==> src/pvc_pkg.sv <==
package pvc_pkg;

	// Sequencer states, one-hot.
	typedef enum logic [5:0] {
		ST_RESET = 6'h01,
		ST_LOAD  = 6'h02,
		ST_STAB  = 6'h04,
		ST_CAL   = 6'h08,
		ST_LOCK  = 6'h10,
		ST_RUN   = 6'h20
	} pvc_state_type;

	// Register indices; the byte address on the bus is four times the index.
	localparam logic [7:0] REG_SWRST   = 8'h0c;
	localparam logic [7:0] REG_PDIV1   = 8'h38;
	localparam logic [7:0] REG_CP1     = 8'h39;
	localparam logic [7:0] REG_DSM1    = 8'h42;
	localparam logic [7:0] REG_LF1     = 8'h43;
	localparam logic [7:0] REG_PDIV2   = 8'h47;
	localparam logic [7:0] REG_CP2     = 8'h48;
	localparam logic [7:0] REG_DSM2    = 8'h51;
	localparam logic [7:0] REG_LF2     = 8'h52;
	localparam logic [7:0] REG_FRAC1   = 8'h76;
	localparam logic [7:0] REG_LOWBW1  = 8'h78;
	localparam logic [7:0] REG_FRAC2   = 8'h84;
	localparam logic [7:0] REG_LOWBW2  = 8'h86;
	localparam logic [7:0] REG_STATUS  = 8'hf0;
	localparam logic [7:0] REG_AUTOMUTE = 8'hf1;

	// Field positions.
	localparam int SWRST_BIT   = 7;
	localparam int PDIV_LSB    = 2;
	localparam int DITHER_LSB  = 2;
	localparam int STAT_LOCK   = 6;
	localparam int STAT_FAIL   = 7;

	// Values after reset and pin-mode defaults.
	localparam logic [7:0] DEF_SWRST    = 8'hc0;
	localparam logic [7:0] DEF_CP       = 8'h04;
	localparam logic [7:0] DEF_DSM      = 8'h03;
	localparam logic [7:0] DEF_LF       = 8'h00;
	localparam logic [7:0] DEF_FRAC     = 8'h07;
	localparam logic [7:0] DEF_LOWBW    = 8'h00;
	localparam logic [7:0] DEF_AUTOMUTE = 8'hff;
	localparam logic [3:0][2:0] DEF_PDIV_CODE = {3'h7, 3'h4, 3'h2, 3'h1};

	// Reset timer: a least time, rounded up to whole cycles.
	localparam int CLK_PERIOD_NS = 10;
	localparam int RST_TIME_NS   = 10000;
	localparam logic [15:0] RST_CYCLES =
		16'((RST_TIME_NS + CLK_PERIOD_NS - 1) / CLK_PERIOD_NS);

endpackage : pvc_pkg

==> src/pvc_pdiv_if.sv <==
`timescale 1ns/100ps
interface pvc_pdiv_if;
	logic       load;
	logic [2:0] ratio;
	logic       vco_en;
	logic       clk_out;

	modport ctrl (output load, output ratio, output vco_en, input clk_out);
	modport div  (input load, input ratio, input vco_en, output clk_out);
endinterface : pvc_pdiv_if

==> src/pvc_pll_ctrl.sv <==
`timescale 1ns/100ps
module pvc_pll_ctrl
	import pvc_pkg::*;
(
	input  wire logic        clk_i,
	input  wire logic        rst_i,
	input  wire logic        cyc_i,
	input  wire logic        stb_i,
	input  wire logic        we_i,
	input  wire logic [9:0]  adr_i,
	input  wire logic [3:0]  sel_i,
	input  wire logic [31:0] dat_i,
	output logic      [31:0] dat_o,
	output logic             ack_o,
	input  wire logic        powerdown_n_pin_i,
	input  wire logic [1:0]  pin_mode_i,
	input  wire logic        supply_ok_i,
	input  wire logic [1:0]  cal_done_i,
	input  wire logic [1:0]  cal_ok_i,
	input  wire logic [1:0]  lock_i,
	input  wire logic [1:0]  vco_en_i,
	output logic      [1:0]  cal_start_o,
	output logic      [1:0]  pll_en_o,
	output logic      [7:0]  mute_o,
	output logic      [7:0]  cp_current_o,
	output logic      [3:0]  dsm_order_o,
	output logic      [3:0]  dither_o,
	output logic      [63:0] lf_cfg_o,
	output logic      [5:0]  frac_cfg_o,
	output logic      [1:0]  low_bw_o,
	output logic      [1:0]  post_div_clk_o,
	output logic             in_reset_o
);

	typedef struct packed {
		pvc_state_type    st;
		logic [255:0][7:0] bank;
		logic             from_pin;
		logic [15:0]      timer;
		logic [1:0]       cal_seen;
		logic [1:0]       cal_start;
		logic             pd_load;
		logic             ack;
		logic [31:0]      dat;
	} pvc_ctrl_type;

	pvc_ctrl_type q;
	pvc_ctrl_type next_q;

	pvc_pdiv_if pd_if [2] ();

	logic [7:0] idx;
	logic       wr_take;
	logic       exit_ok;
	logic       cal_fail_ev;

	// Registers that exist; everything else reads zero and ignores writes.
	function automatic logic is_mapped(input logic [7:0] i);
		case (i)
			REG_SWRST, REG_PDIV1, REG_CP1, REG_DSM1, REG_PDIV2, REG_CP2,
			REG_DSM2, REG_FRAC1, REG_LOWBW1, REG_FRAC2, REG_LOWBW2,
			REG_STATUS, REG_AUTOMUTE: is_mapped = 1'b1;
			default: is_mapped = (i >= REG_LF1 && i <= REG_LF1 + 8'h3) ||
				(i >= REG_LF2 && i <= REG_LF2 + 8'h3);
		endcase
	endfunction : is_mapped

	// Default of one register under the selected pin mode.
	function automatic logic [7:0] def_val(input logic [7:0] i,
		input logic [1:0] m);
		case (i)
			REG_SWRST: def_val = DEF_SWRST;
			REG_PDIV1, REG_PDIV2: def_val = {3'h0, DEF_PDIV_CODE[m], 2'h0};
			REG_CP1, REG_CP2: def_val = DEF_CP;
			REG_DSM1, REG_DSM2: def_val = DEF_DSM;
			REG_FRAC1, REG_FRAC2: def_val = DEF_FRAC;
			REG_LOWBW1, REG_LOWBW2: def_val = DEF_LOWBW;
			REG_AUTOMUTE: def_val = DEF_AUTOMUTE;
			default: def_val = DEF_LF;
		endcase
	endfunction : def_val

	// Bus decode: a write lands at the edge where ack is seen high.
	assign idx     = adr_i[9:2];
	assign wr_take = cyc_i && stb_i && we_i && q.ack && sel_i[0];
	assign exit_ok = powerdown_n_pin_i && q.bank[REG_SWRST][SWRST_BIT];
	assign cal_fail_ev = (q.st == ST_CAL) && ((cal_done_i | q.cal_seen) == 2'h3)
		&& (cal_ok_i != 2'h3);

	// Bus slave, register bank and reset-to-lock sequencer.
	always_comb begin
		next_q = q;
		next_q.cal_start = 2'h0;
		next_q.pd_load = 1'b0;
		next_q.ack = cyc_i && stb_i && !q.ack;
		next_q.dat = 32'h0;
		if (next_q.ack && !we_i && is_mapped(idx)) begin
			next_q.dat = {24'h0, q.bank[idx]};
		end
		if (wr_take && is_mapped(idx)) begin
			if (idx == REG_STATUS) begin
				if (dat_i[STAT_FAIL]) begin
					next_q.bank[REG_STATUS][STAT_FAIL] = 1'b0;
				end
			end else begin
				next_q.bank[idx] = dat_i[7:0];
			end
		end
		if (cal_fail_ev) begin
			next_q.bank[REG_STATUS][STAT_FAIL] = 1'b1;
		end
		next_q.timer = (q.timer != 16'h0) ? q.timer - 16'h1 : 16'h0;
		case (q.st)
			ST_RESET: begin
				if (exit_ok) begin
					next_q.st = q.from_pin ? ST_LOAD : ST_STAB;
					next_q.timer = RST_CYCLES;
				end
			end
			ST_LOAD: begin
				for (int i = 0; i < 256; i++) begin
					if (is_mapped(8'(i)) && 8'(i) != REG_STATUS) begin
						next_q.bank[i] = def_val(8'(i), pin_mode_i);
					end
				end
				next_q.from_pin = 1'b0;
				next_q.st = ST_STAB;
				next_q.timer = RST_CYCLES;
			end
			ST_STAB: begin
				if (supply_ok_i && q.timer == 16'h0) begin
					next_q.st = ST_CAL;
					next_q.cal_start = 2'h3;
					next_q.cal_seen = 2'h0;
					next_q.pd_load = 1'b1;
				end
			end
			ST_CAL: begin
				next_q.cal_seen = q.cal_seen | cal_done_i;
				if (cal_fail_ev) begin
					next_q.st = ST_STAB;
					next_q.timer = RST_CYCLES;
				end else if ((cal_done_i | q.cal_seen) == 2'h3) begin
					next_q.st = ST_LOCK;
				end
			end
			ST_LOCK: begin
				if (lock_i == 2'h3) begin
					next_q.st = ST_RUN;
				end
			end
			ST_RUN: begin
				next_q.st = ST_RUN;
			end
			default: begin
				next_q.st = ST_RESET;
			end
		endcase
		// Either reset source overrides the sequence; the pin forces a reload.
		if (!powerdown_n_pin_i) begin
			next_q.st = ST_RESET;
			next_q.from_pin = 1'b1;
		end else if (!q.bank[REG_SWRST][SWRST_BIT]) begin
			next_q.st = ST_RESET;
		end
		next_q.bank[REG_STATUS][5:0] = next_q.st;
		next_q.bank[REG_STATUS][STAT_LOCK] = (lock_i == 2'h3) &&
			(q.st == ST_RUN);
	end

	// Power-up starts like a pin release so defaults are loaded.
	always_ff @(posedge clk_i) begin
		if (rst_i) begin
			q <= '0;
			q.st <= ST_LOAD;
			q.bank[REG_SWRST] <= DEF_SWRST;
			q.bank[REG_STATUS][5:0] <= ST_LOAD;
		end else begin
			q <= next_q;
		end
	end

	// One post divider per PLL, ratio taken from the register bank.
	for (genvar p = 0; p < 2; p++) begin : g_pdiv
		assign pd_if[p].load = q.pd_load;
		assign pd_if[p].ratio = (p == 0) ? q.bank[REG_PDIV1][PDIV_LSB +: 3]
			: q.bank[REG_PDIV2][PDIV_LSB +: 3];
		assign pd_if[p].vco_en = vco_en_i[p];
		assign post_div_clk_o[p] = pd_if[p].clk_out;
		pvc_post_div u_pdiv (
			.clk_i (clk_i),
			.rst_i (rst_i),
			.pd    (pd_if[p])
		);
	end

	// Analog-facing settings come from the register bank; loop enables follow the state and mute applies only in ST_CAL.
	assign dat_o = q.dat;
	assign ack_o = q.ack;
	assign cal_start_o = q.cal_start;
	assign pll_en_o = (q.st == ST_LOCK || q.st == ST_RUN) ? 2'h3 : 2'h0;
	assign mute_o = (q.st == ST_CAL) ? q.bank[REG_AUTOMUTE] : 8'h00;
	assign cp_current_o = {q.bank[REG_CP2][3:0], q.bank[REG_CP1][3:0]};
	assign dsm_order_o = {q.bank[REG_DSM2][1:0], q.bank[REG_DSM1][1:0]};
	assign dither_o = {q.bank[REG_DSM2][DITHER_LSB +: 2],
		q.bank[REG_DSM1][DITHER_LSB +: 2]};
	assign lf_cfg_o = {q.bank[REG_LF2 + 8'h3], q.bank[REG_LF2 + 8'h2],
		q.bank[REG_LF2 + 8'h1], q.bank[REG_LF2], q.bank[REG_LF1 + 8'h3],
		q.bank[REG_LF1 + 8'h2], q.bank[REG_LF1 + 8'h1], q.bank[REG_LF1]};
	assign frac_cfg_o = {q.bank[REG_FRAC2][2:0], q.bank[REG_FRAC1][2:0]};
	assign low_bw_o = {q.bank[REG_LOWBW2][0], q.bank[REG_LOWBW1][0]};
	assign in_reset_o = (q.st == ST_RESET);
endmodule : pvc_pll_ctrl

==> src/pvc_post_div.sv <==
`timescale 1ns/100ps
module pvc_post_div
	import pvc_pkg::*;
(
	input  wire logic clk_i,
	input  wire logic rst_i,
	pvc_pdiv_if.div   pd
);

	typedef struct packed {
		logic [3:0] div;
		logic [3:0] cnt;
		logic       out;
	} pvc_pdiv_type;

	pvc_pdiv_type q;
	pvc_pdiv_type next_q;

	// Counts VCO enables; the ratio is latched only on a load pulse.
	always_comb begin
		next_q = q;
		if (pd.load) begin
			next_q.div = (pd.ratio == 3'h0) ? 4'h2 : 4'({1'b0, pd.ratio}) + 4'h1;
			next_q.cnt = 4'h0;
			next_q.out = 1'b1;
		end else if (pd.vco_en) begin
			next_q.cnt = (q.cnt == q.div - 4'h1) ? 4'h0 : q.cnt + 4'h1;
			next_q.out = (next_q.cnt < (q.div >> 1));
		end
	end

	always_ff @(posedge clk_i) begin
		if (rst_i) begin
			q <= '{div: 4'h2, cnt: 4'h0, out: 1'b0};
		end else begin
			q <= next_q;
		end
	end

	assign pd.clk_out = q.out;
endmodule : pvc_post_div

==> config.mk <==
export PLATFORM = sky130hd
export DESIGN_NAME = pvc_pll_ctrl
export DESIGN_NICKNAME = d
export VERILOG_FILES = /design/src/pvc_pkg.sv /design/src/pvc_pdiv_if.sv /design/src/pvc_pll_ctrl.sv /design/src/pvc_post_div.sv
export SDC_FILE = /design/constraint.sdc
export NUM_CORES = 2
export LEC_CHECK = 0
export CORE_MARGIN = 2
export CORE_UTILIZATION = 40
export CTS_BUF_LIST = sky130_fd_sc_hd__clkbuf_8
export CTS_CLUSTER_SIZE = 12
export DETAILED_ROUTE_END_ITERATION = 7
export DONT_BUFFER_PORTS = 1
export SKIP_LAST_GASP = 1
export SLEW_MARGIN = 20
export SYNTH_ARGS = -nofsm -noshare
export SYNTH_HDL_FRONTEND = slang
export SYNTH_HIERARCHICAL = 1
export SYNTH_SLANG_ARGS = --single-unit
==> constraint.sdc <==
create_clock -name clk_i -period 5.5 [get_ports clk_i]
set_input_delay 0.55 -clock clk_i [delete_from_list [all_inputs] [get_ports clk_i]]
set_output_delay 0.55 -clock clk_i [all_outputs]
set_load 0.03 [all_outputs]
==> impl_metrics.env <==
export IMPL_path_delay_family="simple AND/OR/NAND/NOR gates"
export IMPL_syn_to_final_growth_pct=20.4
export IMPL_yosysWarnings=6
export IMPL_postCtsSetupBuffers=0
export IMPL_violations="slew limit"
export IMPL_avgSynthCellArea_um2=12.0
export IMPL_hold_ws_ns=0.0989
export IMPL_worstMarginPinSlew_ns=2.31
export IMPL_drt_iter0_markers=3428
export IMPL_drc_errors=0
export IMPL_worst_path_largest_cell_delay_ns=0.64
export IMPL_ff2ff_setup_slack_ns=1.95
export IMPL_chipWidth_um=443
export IMPL_dr_pass1_iters=5
export IMPL_leakagePower_uw=0.0376
export IMPL_p_sw_uw=6810
export IMPL_ir_worst_vdd_mv=0.189
export IMPL_synthTopCellsByArea="dfxtp_1 (54%), nor2b_1 (15%), mux4_2 (14%)"
export IMPL_post_cts_resized=0
export IMPL_grt_first_pass_wirelength_mm=306
export IMPL_ys_ff_latch=2095
export IMPL_clock_sinks=2095
export IMPL_power_density_nw_per_um2=324
export IMPL_finalHoldViolCount=0
export IMPL_synthesis_area_um2=77000
export IMPL_antenna_found_initial=9
export IMPL_pin_count=199
export IMPL_rsz0062_at_grt="false"
export IMPL_grt_use_total_pct=20.0
export IMPL_tritoncts="yes"
export IMPL_required_ns=4.95
export IMPL_final_setup_viol_count=0
export IMPL_synth_top_area_share_pct=54.4
export IMPL_cp_end_kind="output port"
export IMPL_gp_congestion=0.776
export IMPL_nNetsFinal=7148
export IMPL_slowest_stage="nor3_2"
export IMPL_dieArea_um2=196000
export IMPL_cts_hold_buf=816
export IMPL_ys_async_sr_fraction_pct=0
export IMPL_grt_max_degree=1355
export IMPL_cap_viol_max_count=0
export IMPL_die_h_um=443
export IMPL_final_cell_count_no_fill=9836
export IMPL_htreeDepth=5
export IMPL_power_uw=30000
export IMPL_worstHoldPathType="in -> reg"
export IMPL_grt_overflow_total=0
export IMPL_dr_total_vias=49300
export IMPL_cp_cell_sequence="inv_1, or4_1, nor3_2, and2_1"
export IMPL_grt_pass1_vias=50200
export IMPL_path_class="reg -> out"
export IMPL_min_period_ns=3.86
export IMPL_tns_ns=0
export IMPL_numCtsBuffers=350
export IMPL_via_per_inst=5.01
export IMPL_dpl_hpwl_mm=105
export IMPL_min_period_over_period_pct=70.2
export IMPL_maxSlewHeadroom_pct=-53.8
export IMPL_clk_path_buf_depth=4
export IMPL_cp_max_fo=13
export IMPL_synth_most_common_cell="dfxtp_1"
export IMPL_power_frac_clock_pct=45.6
export IMPL_dp_cells=8423
export IMPL_syn_inst=6415
export IMPL_fill_cells=16700
export IMPL_drt_total_wl_mm=198
export IMPL_start_util_pct=40.1
export IMPL_ys_types=95
export IMPL_worst_setup_path_start_kind="register"
export IMPL_synth_common_cells="dfxtp_1 (2,095), nor2b_1 (1,898), mux4_2 (484), clkbuf_1 (287), mux2i_1 (177)"
export IMPL_numPortBuffers=0
export IMPL_final_max_slew_viol_count=303
export IMPL_rows=161
export IMPL_yosysTopAreaCell="dfxtp_1"
export IMPL_ctsRootBufferMaster="clkbuf_8"
export IMPL_coreArea_um2=192000
export IMPL_seq_power_share_pct=51.0
export IMPL_wire_per_inst_um=20.2
export IMPL_worst_endpoint_arrival_ns=3.31
export IMPL_synth_edff_count=0
export IMPL_fmax_mhz=259
export IMPL_path_clk_slew_ns=0.07
export IMPL_status="finished with violations"
export IMPL_yosysSeqAreaShare_pct=54.4
export IMPL_skew_ns=0.0683
export IMPL_p_int_uw=23200
export IMPL_drive_gt1_share_pct=14.9
export IMPL_clk_latency_ns=1.02
export IMPL_switching_share_pct=22.7
export IMPL_share_comb_of_total_power_pct=3.5
export IMPL_antenna_left=0
export IMPL_synth_ff_type="dfxtp_1"
export IMPL_worst_path_buf_inv=1
worst min-delay path: stages:
cell	delay, ns
a31oi_1	0.13
nand2_1	0.06
nand4_1	0.19
a31oi_1	0.12
metal layers:
layer  routed length, um  track usage [%]  vias to the layer above
li1                    -                -                    23200
met1               91300             27.6                    24500
met2               90300             31.4                     1206
met3               11800             4.30                      283
met4                4920             5.94                        6
met5                  37                0                        -
cell type report:
cell class,instances,area [um2],share of cell area [%]
Antenna cell,6,15.0,0.0162
Clock buffer,442,6080,6.56
Clock inverter,143,846,0.912
Inverter,30,114,0.123
Multi-Input combinational cell,3728,31800,34.3
Sequential cell,2095,41900,45.2
Tap cell,2526,3160,3.41
Timing Repair Buffer,866,8770,9.46
cells by family (layout without fill, tap and decap cells):
| family | after synthesis | in the layout | share of synthesized area, % |
|---|---|---|---|
| xor+xnor | 27 | 27 | 0.349 |
| simple gates | 2524 | 2524 | 19.7 |
| fa+ha+maj | 14 | 14 | 0.227 |
| mux | 671 | 671 | 16.8 |
| buf+inv | 615 | 1481 | 4.48 |
| other cells | 1 | 30 | 0.00487 |
| compound gates | 468 | 468 | 4.06 |
| flops | 2095 | 2095 | 54.4 |
power by group through the flow:
stage / Combinational [uW] / Clock (uW) / Sequential [uW]
floorplan: 965 / 0 / 15600
global placement: 684 / 0 / 15600
detailed placement: 690 / 0 / 15600
CTS: 874 / 14000 / 15300
global route: 1090 / 14700 / 15300
finish: 1050 / 13700 / 15300
cells in the final DEF, fill, tap and decap left out, types with 21 or more instances in the layout:
cell type and count:
dlygate4sd3_1 810, mux4_2 484, clkinv_2 31, dfxtp_1 2095, o21ai_0 90, mux2i_1 177, nor2b_1 1895, a31oi_1 23
a22oi_1 101, inv_1 122, conb_1 24, a21oi_1 106, clkbuf_8 442, buf_4 42, and3_1 22, nand2_1 170
nor2_1 131, a32oi_1 26, nand3_1 143, nand4_1 21
path summary, 6_finish.rpt:
kind               endpoint  cells after the start      from
max               mute_o[1]                      4   q[2106]
min                dat_o[2]                      4  adr_i[6]
max reg2reg  dsm_order_o[3]                      7     ack_o
min reg2reg           q[38]                      1     q[38]
state kept, by name, indices dropped and copies added, names as in the netlist, 4 cells and up:
| name | count |
|---|---|
| lf_cfg_o | 64 |
| g_pdiv.u_pdiv/q | 16 |
| frac_cfg_o | 6 |
| cp_current_o | 8 |
| pd_if.ratio | 6 |
| q | 1973 |
| dat_o | 8 |
| dither_o | 4 |
| dsm_order_o | 4 |
per-stage QoR:
step                utilization, %  cell area [um2]  worst slack, ns
floorplan                        -            77100             2.86
global placement              40.3            77400             1.79
detailed placement            40.3            77400             1.78
CTS                           48.2            92600             1.55
global route                  48.3            92700             1.44
finish                        48.3            92700             1.64
Note: power is estimated with default switching activity, not from simulation.
